`src/srb_pkg.sv`:
```
// srb_pkg: register map, field positions, reset values and state codes for the serial receive buffer block.
// assumes a 32-bit avalon-mm slave with word-aligned registers.
package srb_pkg;
  // register byte offsets
  localparam logic [3:0] SRB_STATUS_OFS = 4'h0; // serial_status_register
  localparam logic [3:0] SRB_CTRLB_OFS  = 4'h4; // serial_control_register_b
  localparam logic [3:0] SRB_CTRLC_OFS  = 4'h8; // serial_control_register_c
  localparam logic [3:0] SRB_DATA_OFS   = 4'hC; // serial_data_location
  // status register fields
  localparam int SRB_ST_PE_BIT  = 2;
  localparam int SRB_ST_DOR_BIT = 3;
  localparam int SRB_ST_FE_BIT  = 4;
  localparam int SRB_ST_RXC_BIT = 7;
  // control b fields
  localparam int SRB_CB_RXB8_BIT  = 1;
  localparam int SRB_CB_SZ2_BIT   = 2;
  localparam int SRB_CB_RXEN_BIT  = 4;
  localparam int SRB_CB_RXCIE_BIT = 7;
  // control c fields
  localparam int SRB_CC_SZ0_BIT  = 1;
  localparam int SRB_CC_SZ1_BIT  = 2;
  localparam int SRB_CC_STOP_BIT = 3;
  localparam int SRB_CC_PODD_BIT = 4;
  localparam int SRB_CC_PEN_BIT  = 5;
  // reset values
  localparam logic [7:0] SRB_CTRLB_RST = 8'h00;
  localparam logic [7:0] SRB_CTRLC_RST = 8'h06; // eight data bits, no parity
  // character size code for nine data bits
  localparam logic [2:0] SRB_SIZE_NINE = 3'h7;
  // buffer entry layout: data[8:0], fe, dor, pe
  localparam int SRB_ENTRY_W = 12;
  localparam int SRB_E_FE    = 9;
  localparam int SRB_E_DOR   = 10;
  localparam int SRB_E_PE    = 11;
  // receiver frame states
  typedef enum logic [1:0] {
    SRB_IDLE = 2'b00,
    SRB_BITS = 2'b01,
    SRB_STOP = 2'b10
  } srb_rx_state_t;
endpackage : srb_pkg

```
`src/srb_fifo.sv`:
```
// srb_fifo: small entry buffer for received characters, oldest first.
// assumes the writer pushes into a full buffer only together with a pop, and the reader never pops when empty.
`timescale 1ns/1ps
`default_nettype none
module srb_fifo
  import srb_pkg::*;
#(
  parameter int WIDTH = SRB_ENTRY_W,
  parameter int DEPTH = 2
) (
  input  wire logic             clock_i,
  input  wire logic             arst_n_i,
  input  wire logic             flush_i,
  input  wire logic             push_i,
  input  wire logic [WIDTH-1:0] wdata_i,
  input  wire logic             pop_i,
  output logic      [WIDTH-1:0] rdata_o,
  output logic                  empty_o,
  output logic                  full_o
);
  localparam int AW = $clog2(DEPTH);
  logic [WIDTH-1:0] mem_q [DEPTH];
  logic [AW-1:0]    wptr_q;
  logic [AW-1:0]    rptr_q;
  logic [AW:0]      cnt_q;
  logic             do_push;
  logic             do_pop;

  // a push into a full buffer is taken when a pop frees the head slot in the same cycle
  assign do_push = push_i && (!full_o || pop_i);
  assign do_pop  = pop_i && !empty_o;
  assign empty_o = (cnt_q == '0);
  assign full_o  = (cnt_q == (AW+1)'(DEPTH));

  // storage; no reset needed since count guards reads
  always_ff @(posedge clock_i) begin
    if (do_push) begin
      mem_q[wptr_q] <= wdata_i;
    end
  end

  // pointers and count; flush empties at once
  always_ff @(posedge clock_i or negedge arst_n_i) begin
    if (!arst_n_i) begin
      wptr_q <= '0;
      rptr_q <= '0;
      cnt_q  <= '0;
    end else if (flush_i) begin
      wptr_q <= '0;
      rptr_q <= '0;
      cnt_q  <= '0;
    end else begin
      if (do_push) begin
        wptr_q <= (wptr_q == AW'(DEPTH-1)) ? '0 : wptr_q + 1'b1;
      end
      if (do_pop) begin
        rptr_q <= (rptr_q == AW'(DEPTH-1)) ? '0 : rptr_q + 1'b1;
      end
      cnt_q <= cnt_q + (AW+1)'(do_push) - (AW+1)'(do_pop);
    end
  end

  // registered head entry, zero when empty
  always_ff @(posedge clock_i or negedge arst_n_i) begin
    if (!arst_n_i) begin
      rdata_o <= '0;
    end else begin
      rdata_o <= rdata_o;
      if (flush_i) begin
        rdata_o <= '0;
      end else if (do_pop) begin
        if (cnt_q > (AW+1)'(1)) begin
          rdata_o <= mem_q[(rptr_q == AW'(DEPTH-1)) ? '0 : rptr_q + 1'b1];
        end else if (do_push) begin
          rdata_o <= wdata_i;
        end else begin
          rdata_o <= '0;
        end
      end else if (do_push && empty_o) begin
        rdata_o <= wdata_i;
      end
    end
  end
endmodule : srb_fifo
`default_nettype wire

```
`src/srb_frame.sv`:
```
// srb_frame: takes one bit per strobe from the recovered bit stream and assembles a frame.
// assumes bit_valid_i pulses once per recovered bit, start bit first, from the clock/data recovery.
`timescale 1ns/1ps
`default_nettype none
module srb_frame
  import srb_pkg::*;
(
  input  wire logic       clock_i,
  input  wire logic       arst_n_i,
  input  wire logic       enable_i,
  input  wire logic       bit_valid_i,
  input  wire logic       bit_i,
  input  wire logic [3:0] data_bits_i,
  input  wire logic       parity_en_i,
  output logic            start_o,
  output logic            done_o,
  output logic [8:0]      data_o,
  output logic            parity_bit_o,
  output logic            stop_bit_o
);
  srb_rx_state_t state_q;
  logic [3:0]    cnt_q;
  logic [3:0]    need;

  // data bits plus an optional parity bit precede the stop bit
  assign need    = data_bits_i + 4'(parity_en_i);
  assign start_o = enable_i && bit_valid_i && (state_q == SRB_IDLE) && !bit_i;

  // frame sequencer; disabling abandons any frame at once
  always_ff @(posedge clock_i or negedge arst_n_i) begin
    if (!arst_n_i) begin
      state_q      <= SRB_IDLE;
      cnt_q        <= '0;
      data_o       <= '0;
      parity_bit_o <= 1'b0;
      stop_bit_o   <= 1'b1;
      done_o       <= 1'b0;
    end else begin
      done_o <= 1'b0;
      if (!enable_i) begin
        state_q <= SRB_IDLE;
      end else if (bit_valid_i) begin
        unique case (state_q)
          SRB_IDLE: begin
            if (!bit_i) begin
              state_q <= SRB_BITS;
              cnt_q   <= '0;
              data_o  <= '0; // unused upper bits stay zero
            end
          end
          SRB_BITS: begin
            if (cnt_q < data_bits_i) begin
              data_o[cnt_q] <= bit_i;
            end else begin
              parity_bit_o <= bit_i;
            end
            cnt_q <= cnt_q + 4'h1;
            if (cnt_q + 4'h1 == need) begin
              state_q <= SRB_STOP;
            end
          end
          SRB_STOP: begin
            // only the first stop bit is looked at
            stop_bit_o <= bit_i;
            done_o     <= 1'b1;
            state_q    <= SRB_IDLE;
          end
          default: state_q <= SRB_IDLE;
        endcase
      end
    end
  end
endmodule : srb_frame
`default_nettype wire

```
`src/srb_rx.sv`:
```
// srb_rx: receive buffer, receive-complete flag, error flags and parity check of a serial port.
// assumes recovered bits arrive as strobes on rx_bit_valid_i; registers over avalon-mm, one word each.
`timescale 1ns/1ps
`default_nettype none
module srb_rx
  import srb_pkg::*;
#(
  parameter int DEPTH = 2
) (
  input  wire logic        clock_i,
  input  wire logic        arst_n_i,
  // avalon-mm slave
  input  wire logic [3:0]  avs_address_i,
  input  wire logic        avs_read_i,
  input  wire logic        avs_write_i,
  input  wire logic [31:0] avs_writedata_i,
  input  wire logic [3:0]  avs_byteenable_i,
  output logic      [31:0] avs_readdata_o,
  output logic             avs_waitrequest_o,
  // recovered bit stream and system
  input  wire logic        rx_bit_valid_i,
  input  wire logic        rx_bit_i,
  input  wire logic        global_irq_enable_i,
  output logic             rx_pin_override_o,
  output logic             rx_complete_irq_o
);
  logic [7:0]             ctrlb_q;
  logic [7:0]             ctrlc_q;
  logic                   ack_q;
  logic                   hold_q;
  logic [8:0]             hold_data_q;
  logic                   hold_fe_q;
  logic                   hold_pe_q;
  logic                   dor_pend_q;
  logic                   rx_en;
  logic [2:0]             size_code;
  logic [3:0]             data_bits;
  logic                   par_en;
  logic                   start;
  logic                   done;
  logic [8:0]             fr_data;
  logic                   fr_par;
  logic                   fr_stop;
  logic                   par_calc;
  logic [SRB_ENTRY_W-1:0] head;
  logic                   fifo_empty;
  logic                   fifo_full;
  logic                   push;
  logic                   pop;
  logic                   req;
  logic [SRB_ENTRY_W-1:0] push_entry;
  logic [7:0]             status_rd;
  logic [7:0]             ctrlb_rd;

  assign rx_en     = ctrlb_q[SRB_CB_RXEN_BIT];
  assign size_code = {ctrlb_q[SRB_CB_SZ2_BIT], ctrlc_q[SRB_CC_SZ1_BIT], ctrlc_q[SRB_CC_SZ0_BIT]};
  assign par_en    = ctrlc_q[SRB_CC_PEN_BIT];
  assign rx_pin_override_o = rx_en; // pin returns to port use when disabled

  // character size: codes 0..3 give 5..8 bits, 7 gives nine
  always_comb begin
    data_bits = 4'h8;
    if (size_code == SRB_SIZE_NINE) begin
      data_bits = 4'h9;
    end else if (!size_code[2]) begin
      data_bits = 4'h5 + {2'b00, size_code[1:0]};
    end
  end

  srb_frame u_frame (
    .clock_i      (clock_i),
    .arst_n_i     (arst_n_i),
    .enable_i     (rx_en),
    .bit_valid_i  (rx_bit_valid_i),
    .bit_i        (rx_bit_i),
    .data_bits_i  (data_bits),
    .parity_en_i  (par_en),
    .start_o      (start),
    .done_o       (done),
    .data_o       (fr_data),
    .parity_bit_o (fr_par),
    .stop_bit_o   (fr_stop)
  );

  // parity over data bits plus parity bit; odd select inverts the expectation
  assign par_calc = ^{fr_data, fr_par} ^ ctrlc_q[SRB_CC_PODD_BIT];

  // bus handshake: one wait cycle, then answer
  assign req               = (avs_read_i || avs_write_i) && !ack_q;
  assign avs_waitrequest_o = req;
  assign pop = ack_q && avs_read_i && (avs_address_i == SRB_DATA_OFS) && !fifo_empty;

  always_ff @(posedge clock_i or negedge arst_n_i) begin
    if (!arst_n_i) begin
      ack_q <= 1'b0;
    end else begin
      ack_q <= req;
    end
  end

  // control registers; status register writes change nothing
  always_ff @(posedge clock_i or negedge arst_n_i) begin
    if (!arst_n_i) begin
      ctrlb_q <= SRB_CTRLB_RST;
      ctrlc_q <= SRB_CTRLC_RST;
    end else if (ack_q && avs_write_i && avs_byteenable_i[0]) begin
      if (avs_address_i == SRB_CTRLB_OFS) begin
        ctrlb_q <= avs_writedata_i[7:0];
      end else if (avs_address_i == SRB_CTRLC_OFS) begin
        ctrlc_q <= avs_writedata_i[7:0];
      end
    end
  end

  // holding stage stands for the shift register: a finished frame waits here while the buffer is full,
  // and a later frame overwrites it, so the overrun mark lands on the frame after the lost one
  assign push_entry = {hold_pe_q, dor_pend_q, hold_fe_q, hold_data_q};
  assign push       = hold_q && (!fifo_full || pop);

  always_ff @(posedge clock_i or negedge arst_n_i) begin
    if (!arst_n_i) begin
      hold_q      <= 1'b0;
      hold_data_q <= '0;
      hold_fe_q   <= 1'b0;
      hold_pe_q   <= 1'b0;
    end else if (!rx_en) begin
      hold_q <= 1'b0;
    end else if (done) begin
      hold_q      <= 1'b1;
      hold_data_q <= fr_data;
      hold_fe_q   <= !fr_stop;
      hold_pe_q   <= par_en && par_calc; // zero when checking off
    end else if (push) begin
      hold_q <= 1'b0;
    end
  end

  // overrun: flagged when a new start comes while a frame waits and the buffer is full; the new frame's end overwrites the waiting one
  always_ff @(posedge clock_i or negedge arst_n_i) begin
    if (!arst_n_i) begin
      dor_pend_q <= 1'b0;
    end else if (!rx_en) begin
      dor_pend_q <= 1'b0;
    end else if (start && hold_q && fifo_full && !pop) begin
      dor_pend_q <= 1'b1;
    end else if (push) begin
      dor_pend_q <= 1'b0; // cleared once a frame moves
    end
  end

  // the flag rides with the frame that follows the lost one

  srb_fifo #(
    .WIDTH (SRB_ENTRY_W),
    .DEPTH (DEPTH)
  ) u_fifo (
    .clock_i  (clock_i),
    .arst_n_i (arst_n_i),
    .flush_i  (!rx_en),
    .push_i   (push),
    .wdata_i  (push_entry),
    .pop_i    (pop),
    .rdata_o  (head),
    .empty_o  (fifo_empty),
    .full_o   (fifo_full)
  );

  // status view of the head entry; flags stored per frame
  always_comb begin
    status_rd = 8'h00;
    status_rd[SRB_ST_RXC_BIT] = !fifo_empty;
    status_rd[SRB_ST_FE_BIT]  = head[SRB_E_FE];
    status_rd[SRB_ST_DOR_BIT] = head[SRB_E_DOR];
    status_rd[SRB_ST_PE_BIT]  = head[SRB_E_PE];
    ctrlb_rd = ctrlb_q;
    ctrlb_rd[SRB_CB_RXB8_BIT] = head[8]; // ninth bit of head entry
  end

  // read data registered at the edge that ends the wait cycle
  always_ff @(posedge clock_i or negedge arst_n_i) begin
    if (!arst_n_i) begin
      avs_readdata_o <= '0;
    end else if (req && avs_read_i) begin
      unique case (avs_address_i)
        SRB_STATUS_OFS: avs_readdata_o <= {24'h000000, status_rd};
        SRB_CTRLB_OFS:  avs_readdata_o <= {24'h000000, ctrlb_rd};
        SRB_CTRLC_OFS:  avs_readdata_o <= {24'h000000, ctrlc_q};
        SRB_DATA_OFS:   avs_readdata_o <= {24'h000000, head[7:0]};
        default:        avs_readdata_o <= 32'h00000000;
      endcase
    end
  end

  // level interrupt, only from receive complete, never from error flags
  assign rx_complete_irq_o = ctrlb_q[SRB_CB_RXCIE_BIT] && !fifo_empty && global_irq_enable_i;
endmodule : srb_rx
`default_nettype wire

```
`config.mk`:
```
export PLATFORM = sky130hd
export DESIGN_NAME = srb_rx
export DESIGN_NICKNAME = d
export VERILOG_FILES = /design/src/srb_pkg.sv /design/src/srb_fifo.sv /design/src/srb_frame.sv /design/src/srb_rx.sv
export SDC_FILE = /design/constraint.sdc
export NUM_CORES = 1
export LEC_CHECK = 0
export BUFFER_PORTS_ARGS = -buffer_cell sky130_fd_sc_hd__clkbuf_2
export CORE_ASPECT_RATIO = 0.75
export CORE_MARGIN = 4
export CORE_UTILIZATION = 52
export CTS_BUF_LIST = sky130_fd_sc_hd__clkbuf_8
export DETAILED_ROUTE_END_ITERATION = 8
export GPL_TIMING_DRIVEN = 0
export PLACE_DENSITY = 0.8
export SKIP_CTS_REPAIR_TIMING = 1
export SYNTH_ARGS = -nofsm -noshare
export SYNTH_HDL_FRONTEND = slang
export SYNTH_HIERARCHICAL = 1
export SYNTH_SLANG_ARGS = --single-unit
```
`constraint.sdc`:
```
create_clock -name clock_i -period 3.68 [get_ports clock_i]
set_clock_uncertainty 0.1 [all_clocks]
set_input_delay 0.552 -clock clock_i [delete_from_list [all_inputs] [get_ports clock_i]]
set_output_delay 0.552 -clock clock_i [all_outputs]
set_load 0.01 [all_outputs]
```
==> results of run 1 <==
[synthesized netlist by cell type, types with 5 or more instances]
cell	instances	area (µm²)
edfxtp_1	24	721
mux2_2	24	270
nor3_1	5	25.0
nand3_1	9	45.0
nor2_1	13	48.8
a21oi_1	8	40.0
ha_1	12	150
buf_4	28	210
nand2_1	22	82.6
inv_1	20	75.1
a21bo_2	12	120
o22ai_1	12	75.1
dfrtp_1	68	1700
o21ai_0	18	90.1
a22o_1	18	158
buf_2	7	35.0
mux2i_1	16	160
xnor2_1	15	131
clkbuf_1	5	18.8
[worst reg2reg max path: cells and delay by family (launching register included)]
family / cells / cell delay (ns)
buffers and inverters: 3 / 0.60
and+or+nand+nor: 5 / 1.78
DFF: 1 / 0.35
[where the power goes]
part,internal (W),switching [W],total [W]
logic,0.000484,0.000477,0.000961
clock network,0.000330,0.000356,0.000686
registers,0.00126,0.000166,0.00142
total,0.00207,0.000999,0.00307
[registers in the layout, indices dropped and copies added (netlist names), 2 cells and up]
name and count:
u_frame/state_q 2, ctrlb_q 7, ctrlc_q 8, u_fifo/rdata_o 12, u_fifo/cnt_q 2, u_frame/cnt_q 4
u_fifo/mem_q 24, hold_data_q 9, u_frame/data_o 9, avs_readdata_o 8
[layout make-up]
| type | count | area [µm²] |
|---|---|---|
| plain buffers | 43 | 298 |
| clock buffers | 10 | 138 |
| clock inverters | 6 | 60.1 |
| fillers | 717 | 3580 |
| inverters | 20 | 75.1 |
| multi-input cells | 272 | 2130 |
| flip-flops and latches | 95 | 2500 |
| well taps | 128 | 160 |
| repair buffers | 31 | 185 |
[per-stage QoR]
step	util	total power [W]	area, µm²
3_5_place_dp	0.585	0.00240	5340
3_3_place_gp	0.582	0.00235	5310
6_report	0.608	0.00307	5540
5_1_grt	0.608	0.00326	5540
4_1_cts	0.607	0.00309	5530
2_1_floorplan	-	0.00215	5000
[routing by layer]
| layer | global-route usage | share of wire |
|---|---|---|
| met1 | 0.261 | 0.44 |
| met2 | 0.310 | 0.48 |
| met3 | 0.0524 | 0.058 |
| met4 | 0.0575 | 0.015 |
| met5 | 0 | 0 |
[worst max path at each step]
stage | cells after the start | slack [ns] | to
floorplan | 8 | 0.62 | u_fifo/mem_q[1][0]
global placement | 8 | 0.20 | u_fifo/mem_q[1][8]
detailed placement | 8 | 0.15 | u_fifo/mem_q[1][6]
CTS | 8 | 0.48 | u_fifo/mem_q[1][2]
global route | 8 | 0.29 | u_fifo/mem_q[1][11]
finish | 8 | 0.48 | u_fifo/mem_q[1][6]
[cells by family (layout without fill, tap and decap cells)]
family | Yosys count | after routing | synth area share
compound gates | 93 | 93 | 0.143
xor+xnor | 20 | 20 | 0.0384
fa+ha+maj | 12 | 12 | 0.0305
buf+inv | 63 | 110 | 0.0759
flops | 95 | 95 | 0.509
mux | 45 | 45 | 0.110
other cells | 1 | 24 | 0.000763
simple gates | 78 | 78 | 0.0924
==> flow_summary.yaml, run 1 <==
grt:
  grt_use_total: 0.194
  grt_pass1_wl_um: 16900
  grt_overflow: 0
  grt_max_degree: 62
  antenna_found_initial: 0
  grt_pass1_vias: 3320
layout:
  n_antenna_cell: 0
  area_growth_pct: 12.8
  layout_commonest_cell: "dfrtp_1"
  nets: 531
  finalNonFillerCells: 605
  final_cell_mix: "dfrtp_1 (68), buf_4 (28), clkbuf_2 (28)"
  drive_gt1_frac: 0.294
setup_path:
  cp_cell_sequence: "buf_6, buf_2, nor2_1, or4_4, inv_1, nor3b_1, nand2b_1, nor2_1"
  cpMostUsedCell: "nor2_1"
  criticalPathCategory: "flip-flop to flip-flop"
  slowest_delay_ns: 0.83
  worstRegToRegCells: 8
  cp-start-kind: "flip-flop"
  startpoint: "u_fifo/cnt_q[1]"
  reg2reg_to: "u_fifo/mem_q[1][6]"
  crit_arrival_ns: 3.09
  cp_max_fo: 12
  reg2reg_slack_ns: 0.48
  crit_buf_inv: 3
  worstPathRequired_ns: 3.57
  path_delay_family: "simple AND/OR/NAND/NOR gates"
  r2r_start: "u_fifo/cnt_q[1]"
  crit_path_top_delay_cell: "nor2_1"
  end_kind: "flip-flop"
run:
  cap_violations: 0
logic_synthesis:
  synthFlopType: "dfrtp_1"
  synth-seq-cells: 95
  synth_area_mm2: 0.00491
  synth_edf_count: 24
  syn_inst: 407
  synth_seq_area_share: 0.509
  syn_area_per_cell_um2: 12.1
  ys_warn_count: 6
  synthArstFlopShare: 0.747
  synthDistinctLibCells: 60
sta:
  finalSetupViolations: 0
  drv_slew: 0
  holdWs_ns: 0.315
  fmax_mhz: 312
  setup_tns_ns: 0
  finalHoldViolations: 0
  rsz0062_at_grt: "no"
  setup_slack_ns: 0.476
  finalCritPeriodShare: 0.871
  slew_headroom: 0.273
  fin_crit_ns: 3.20
  worst_slew_pin_slew_ns: 1.09
status:
  status: "finished clean"
min_path:
  min_path_cells: 2
  hold_end: "ctrlc_q[1]"
  hold_class: "primary input to flip-flop"
  min-delay-start: "avs_writedata_i[1]"
clock_tree:
  cts-htree-levels: 3
  insertion_delay_ns: 0.37
  cts_tree: "built"
  cts_buffers: 9
  clkTransAtPathRegs_ns: 0.08
  clockBufferDepth: 2
  cts_sinks: 95
  cts-root-buf: "clkbuf_8"
floorplan:
  die_w_um: 120
  rows: 30
  die_height_um: 92.2
  die_area_mm2: 0.0111
  core_area_mm2: 0.00912
  initial_core_util: 0.539
  io_pins: 82
drt:
  drtIter0Drc: 242
  vias: 3332
  drc: 0
  final_antenna_net_count: 0
  wl_um: 10100
  vias_per_cell: 5.51
  dr.pass1.iters: 4
  wl_per_cell_um: 16.7
power_and_ir_drop:
  power_density_mw_per_mm2: 554
  p_leak_nw: 2.62
  ir_worst_vdd_uv: 441
placed_design:
  port_buffers: 29
  preCtsSetupSlack_ns: 0.150
  dp.cells: 588
  hpwl_um: 7580
  gp_congestion: 0.866
Note: power is estimated with default switching activity, not from simulation.
==> inputs of run 2 (changes only) <==
ABC_AREA = 1   (was default)
CORE_UTILIZATION = 55   (was 52)
PLACE_DENSITY = 0.83   (was 0.8)
==> run 2 against run 1 <==
  * Clock power grew 13%
  * Global-route usage increased by 2.2 points
  * Critical path type is now primary input to flip-flop
  * Design area rose by 7.3%
  * Wire length grew 12%
  * Highest routed layer unchanged
  * Maximum frequency is 21% higher
  * Utilization increased by 3.9 points
  * Total power decreased by 19%
  * First-iteration DRC count grew 33%
  * Worst setup slack improved by 0.56 ns
  * Combinational power down 47%
  * Register-to-register slack improved by 0.60 ns
  * Via count up 29%
==> flow_summary.yaml, run 2 <==
drt:
  vias_per_cell: 5.11
  wl_per_cell_um: 13.6
  drc: 0
  wl_um: 11400
  drtIter0Drc: 322
  dr.pass1.iters: 5
  vias: 4282
  final_antenna_net_count: 0
grt:
  met3_usage: 0.0470
  grt_overflow: 0
  grt_max_degree: 69
  met1_usage: 0.280
  grt_use_total: 0.216
  antenna_found_initial: 0
  gr-max-usage-layer: "met2"
  grt_pass1_wl_um: 19200
  grt_pass1_vias: 4042
  use_met2: 0.368
sta:
  finalSetupViolations: 0
  drv_slew: 0
  fin_crit_ns: 2.65
  finalHoldViolations: 0
  worst_slew_pin_slew_ns: 1.17
  rsz0062_at_grt: "no"
  setup_tns_ns: 0
  slew_headroom: 0.216
  setup_slack_ns: 1.03
  fmax_mhz: 378
  finalCritPeriodShare: 0.719
logic_synthesis:
  yosys.area.top_type_share: 0.322
  yosysMostFrequentCell: "nand2_1"
  yosys.area.top_type: "dfrtp_1"
  synth_area_mm2: 0.00528
  synth_seq_area_share: 0.474
  synth_edf_count: 24
  ys_warn_count: 6
  synthTopCellsByArea: "dfrtp_1 (32%), nand2_1 (17%), edfxtp_1 (14%)"
  synthArstFlopShare: 0.747
  synthFlopType: "dfrtp_1"
  synthDistinctLibCells: 35
  syn_inst: 639
  synth-seq-cells: 95
  synthTopCellsByCount: "nand2_1 (239), inv_1 (70), dfrtp_1 (68), nand3_1 (38), nor2_1 (30)"
  syn_area_per_cell_um2: 8.26
setup_path:
  crit_arrival_ns: 2.53
  worstPathRequired_ns: 3.57
  cp_max_fo: 13
  cp-start-kind: "primary input"
  criticalPathCategory: "primary input to flip-flop"
  end_kind: "flip-flop"
floorplan:
  die_w_um: 121
  die_height_um: 92.9
  rows: 30
  io_pins: 82
  initial_core_util: 0.574
  die_area_mm2: 0.0113
  core_area_mm2: 0.00920
layout:
  drive_gt1_frac: 0.207
  area_growth_pct: 12.7
  layout_commonest_cell: "nand2_1"
  largest_reg_flops: 24
  nets: 764
  fillCellCount: 778
  multiInputGateArea_mm2: 0.00228
  top_regs: "u_fifo/mem_q x24, u_fifo/rdata_o x12"
  regMostFlops: "u_fifo/mem_q"
  n_antenna_cell: 0
  seq_area_mm2: 0.00250
  final_cell_mix: "nand2_1 (239), inv_1 (71), dfrtp_1 (68), nand3_1 (38), nor2_1 (30)"
clock_tree:
  cts-root-buf: "clkbuf_8"
  clockBufferDepth: 2
  cts-htree-levels: 3
  insertion_delay_ns: 0.37
  cts_tree: "built"
  cts_sinks: 95
  clkTransAtPathRegs_ns: 0.09
  cts_buffers: 9
status:
  status: "finished clean"
placed_design:
  gp_congestion: 0.885
  port_buffers: 30
  hpwl_um: 8570
  preCtsSetupSlack_ns: 0.684
power_and_ir_drop:
  power_density_mw_per_mm2: 418
  ir_worst_vdd_uv: 343
  p_leak_nw: 3.07
run:
  cap_violations: 0
min_path:
  hold_class: "primary input to flip-flop"
run 2: cell count changes after synthesis, moves of 18 or more:
cell	before	now
a22o_1	18	0
inv_1	20	70
nand2_1	22	239
nand3_1	9	38
nand4_1	0	19
o21ai_2	1	23
run 2: metrics by stage:
step / cells / instance area [µm²] / util / hold WS (ns) / power, W
after global routing: 838 / 5950 / 0.647 / 0.309 / 0.00264
after global placement: 820 / 5680 / 0.617 / 0.368 / 0.00169
after floorplan: 662 / 5370 / - / 0.156 / 0.00158
after CTS: 837 / 5940 / 0.646 / -0.114 / 0.00250
final: 838 / 5950 / 0.647 / 0.311 / 0.00249
after detailed placement: 821 / 5710 / 0.621 / 0.295 / 0.00173
run 2: final timing paths:
check | startpoint | endpoint | slack [ns] | depth (start not counted)
min in group asynchronous | arst_n_i | u_fifo/cnt_q[0] | 0.44 | 2
max in group asynchronous | arst_n_i | ctrlc_q[1] | 2.47 | 3
worst min-delay path | avs_writedata_i[2] | ctrlc_q[2] | 0.31 | 3
worst max register to register | u_fifo/cnt_q[0] | u_fifo/mem_q[1][9] | 1.08 | 6
worst min register to register | u_frame/stop_bit_o | u_frame/stop_bit_o | 0.39 | 2
worst max-delay path | avs_address_i[3] | u_fifo/mem_q[1][9] | 1.03 | 7
run 2: cell type report:
class / instances / area share
timing repair buffer: 32 / 0.0320
multi-input combinational: 449 / 0.383
clock inverter: 5 / 0.0137
tap: 128 / 0.0269
sequential: 95 / 0.420
inverter: 77 / 0.0486
buffer: 41 / 0.0500
clock buffer: 11 / 0.0254
run 2: worst max-delay path, cell delays in order:
cell	delay (ns)
clkbuf_2	0.15
nand2_1	0.11
nor2_4	0.25
nand4_2	0.17
a21boi_2	0.25
nand2_1	0.15
nor2_1	0.90
run 2: layer usage:
metal | vias up | share of wire
li1 | 2106 | -
met1 | 2018 | 0.44
met2 | 149 | 0.49
met3 | 9 | 0.059
met4 | 0 | 0.011
met5 | - | 0
run 2: cells by family after synthesis:
| group | after synthesis | synth area share |
|---|---|---|
| and+or+nand+nor | 347 | 0.287 |
| buffers and inverters | 118 | 0.111 |
| DFF | 95 | 0.474 |
| AOI/OAI and AO/OA | 53 | 0.0732 |
| adders and majority gates | 12 | 0.0284 |
| muxes | 8 | 0.0178 |
| xor gates and xnor gates | 5 | 0.00829 |
| other | 1 | 0.000710 |
run 2: report_power, final:
| part | total [W] | internal [W] | switching (W) |
|---|---|---|---|
| combinational | 0.000513 | 0.000185 | 0.000328 |
| sequential | 0.00120 | 0.00113 | 0.0000741 |
| clock | 0.000773 | 0.000420 | 0.000353 |
==> inputs of run 3 (changes only) <==
clock period = 2.7 ns   (was 3.68 ns; I/O delays follow)
==> run 3 against run 2 <==
  * Die area stayed put
  * Total power is 36% higher
  * Clock power is 37% higher
  * Final cell count stayed put
  * Critical path depth is 5 higher
  * Clock-buffer cell count stayed put
  * Worst setup slack worse by 0.64 ns
  * First-iteration DRC count is 9.6% lower
  * Global-route usage stayed put
  * Largest cell class unchanged
==> flow_summary.yaml, run 3 (synthesis results as in run 2) <==
power_and_ir_drop:
  power_density_mw_per_mm2: 570
  sw_frac_of_total: 0.304
  seq_power_share: 0.483
  total_power_w: 0.00339
  p_leak_nw: 3.07
  ir_worst_vdd_uv: 466
  p_int_w: 0.00236
  clockPowerShare: 0.312
  power.share.combinational: 0.205
  p_switching_w: 0.00103
sta:
  finalHoldViolations: 0
  fin_crit_ns: 2.31
  fmax_mhz: 433
  finalCritPeriodShare: 0.855
  worst_slew_pin_slew_ns: 0.729
  rsz0062_at_grt: "no"
  drv_slew: 0
  slew_headroom: 0.514
  setup_slack_ns: 0.390
  finalSetupViolations: 0
setup_path:
  cp_cell_sequence: "ha_1, inv_1, nor2_1, inv_1, ha_1, nand2_1, nand2_1, nand2_1, nand2_1, nand2_4, nand3_4, o21ai_2"
  criticalPathCategory: "flip-flop to flip-flop"
  crit_buf_inv: 2
  reg2reg_to: "u_frame/data_o[7]"
  reg2reg_slack_ns: 0.39
  crit_path_top_delay_cell: "dfstp_2"
  path_delay_family: "simple AND/OR/NAND/NOR gates"
  worstPathRequired_ns: 2.89
  end_kind: "flip-flop"
  crit_arrival_ns: 2.50
  cpMostUsedCell: "nand2_1"
  r2r_start: "ctrlc_q[1]"
  cp-start-kind: "flip-flop"
  cp_max_fo: 10
  slowest_delay_ns: 0.58
  worstRegToRegCells: 12
layout:
  n_antenna_cell: 0
  largest_reg_flops: 24
  layout_commonest_cell: "nand2_1"
  final_area_mm2: 0.00596
  seq_area_mm2: 0.00250
  regMostFlops: "u_fifo/mem_q"
  nets: 764
  area_growth_pct: 12.8
  fillCellCount: 778
  drive_gt1_frac: 0.210
  multiInputGateArea_mm2: 0.00228
  final_cell_mix: "nand2_1 (239), inv_1 (71), dfrtp_1 (68), nand3_1 (38), clkbuf_2 (29)"
  top_regs: "u_fifo/mem_q x24, u_fifo/rdata_o x12"
clock_tree:
  cts_buffers: 9
  clockBufferDepth: 2
  clkTransAtPathRegs_ns: 0.09
  insertion_delay_ns: 0.36
  cts-htree-levels: 3
  cts-root-buf: "clkbuf_8"
  cts_sinks: 95
  cts_tree: "built"
drt:
  vias_per_cell: 5.10
  wl_per_cell_um: 13.6
  drtIter0Drc: 291
  final_antenna_net_count: 0
  dr.pass1.iters: 5
  vias: 4272
  drc: 0
  wl_um: 11400
floorplan:
  die_w_um: 121
  core_area_mm2: 0.00920
  die_area_mm2: 0.0113
  die_height_um: 92.9
  io_pins: 82
  rows: 30
  initial_core_util: 0.574
min_path:
  hold_class: "primary input to flip-flop"
  min_path_cells: 3
  hold_end: "ctrlc_q[2]"
  min-delay-start: "avs_writedata_i[2]"
grt:
  grt_pass1_wl_um: 19200
  grt_pass1_vias: 4042
  grt_max_degree: 69
  grt_use_total: 0.216
  antenna_found_initial: 0
  grt_overflow: 0
placed_design:
  place_area_mm2: 0.00571
  preCtsSetupSlack_ns: -0.149
  hpwl_um: 8570
  gp_congestion: 0.885
  port_buffers: 30
run:
  cap_violations: 0
status:
  status: "finished clean"
==> run 3: routing by layer <==
| metal | part of all wire | wire, µm | global-route usage | up-vias |
|---|---|---|---|---|
| li1 | - | - | - | 2104 |
| met1 | 0.43 | 4890 | 0.280 | 2006 |
| met5 | 0 | 0 | 0 | - |
| met4 | 0.011 | 124 | 0.0578 | 0 |
| met2 | 0.50 | 5670 | 0.368 | 151 |
| met3 | 0.063 | 713 | 0.0470 | 11 |
==> run 3: final cells by class <==
| cell class | instances | share of cell area |
|---|---|---|
| Clock inverter | 5 | 0.0137 |
| Timing Repair Buffer | 32 | 0.0319 |
| Inverter | 77 | 0.0485 |
| Buffer | 41 | 0.0500 |
| Clock buffer | 11 | 0.0254 |
| Sequential cell | 95 | 0.420 |
| Tap cell | 128 | 0.0269 |
| Multi-Input combinational cell | 449 | 0.384 |
==> run 3: worst max-delay path by stage <==
| stage | from | endpoint | slack, ns | depth (start not counted) |
|---|---|---|---|---|
| after floorplan | avs_address_i[0] | u_fifo/mem_q[1][0] | 0.45 | 7 |
| after global placement | avs_address_i[3] | u_fifo/mem_q[1][1] | -0.08 | 7 |
| after detailed placement | avs_address_i[3] | u_fifo/mem_q[1][1] | -0.15 | 7 |
| after CTS | u_fifo/cnt_q[0] | u_fifo/mem_q[1][9] | 0.13 | 6 |
| after global routing | ctrlc_q[1] | u_frame/data_o[7] | 0.20 | 12 |
| final | ctrlc_q[1] | u_frame/data_o[7] | 0.39 | 12 |
==> run 3: power groups by stage <==
stage               clock network [W]  logic, W  registers (W)
finish                        0.00106  0.000696        0.00164
global route                  0.00114  0.000803        0.00165
CTS                           0.00108  0.000694        0.00163
detailed placement                  0  0.000691        0.00166
global placement                    0  0.000648        0.00166
floorplan                           0  0.000518        0.00164
==> run 3: metrics by stage <==
stage | util | cells | TNS [ns] | hold slack, ns
global route | 0.648 | 838 | 0 | 0.162
finish | 0.648 | 838 | 0 | 0.165
CTS | 0.646 | 837 | 0 | -0.261
global placement | 0.617 | 820 | -1.50 | 0.368
floorplan | - | 662 | 0 | 0.00941
detailed placement | 0.621 | 821 | -3.33 | 0.148
==> run 3: worst min-delay path, delay by kind of cell <==
kind / cells / cell delay (ns)
buffers and inverters: 2 / 0.17
AOI/OAI and AO/OA: 1 / 0.06
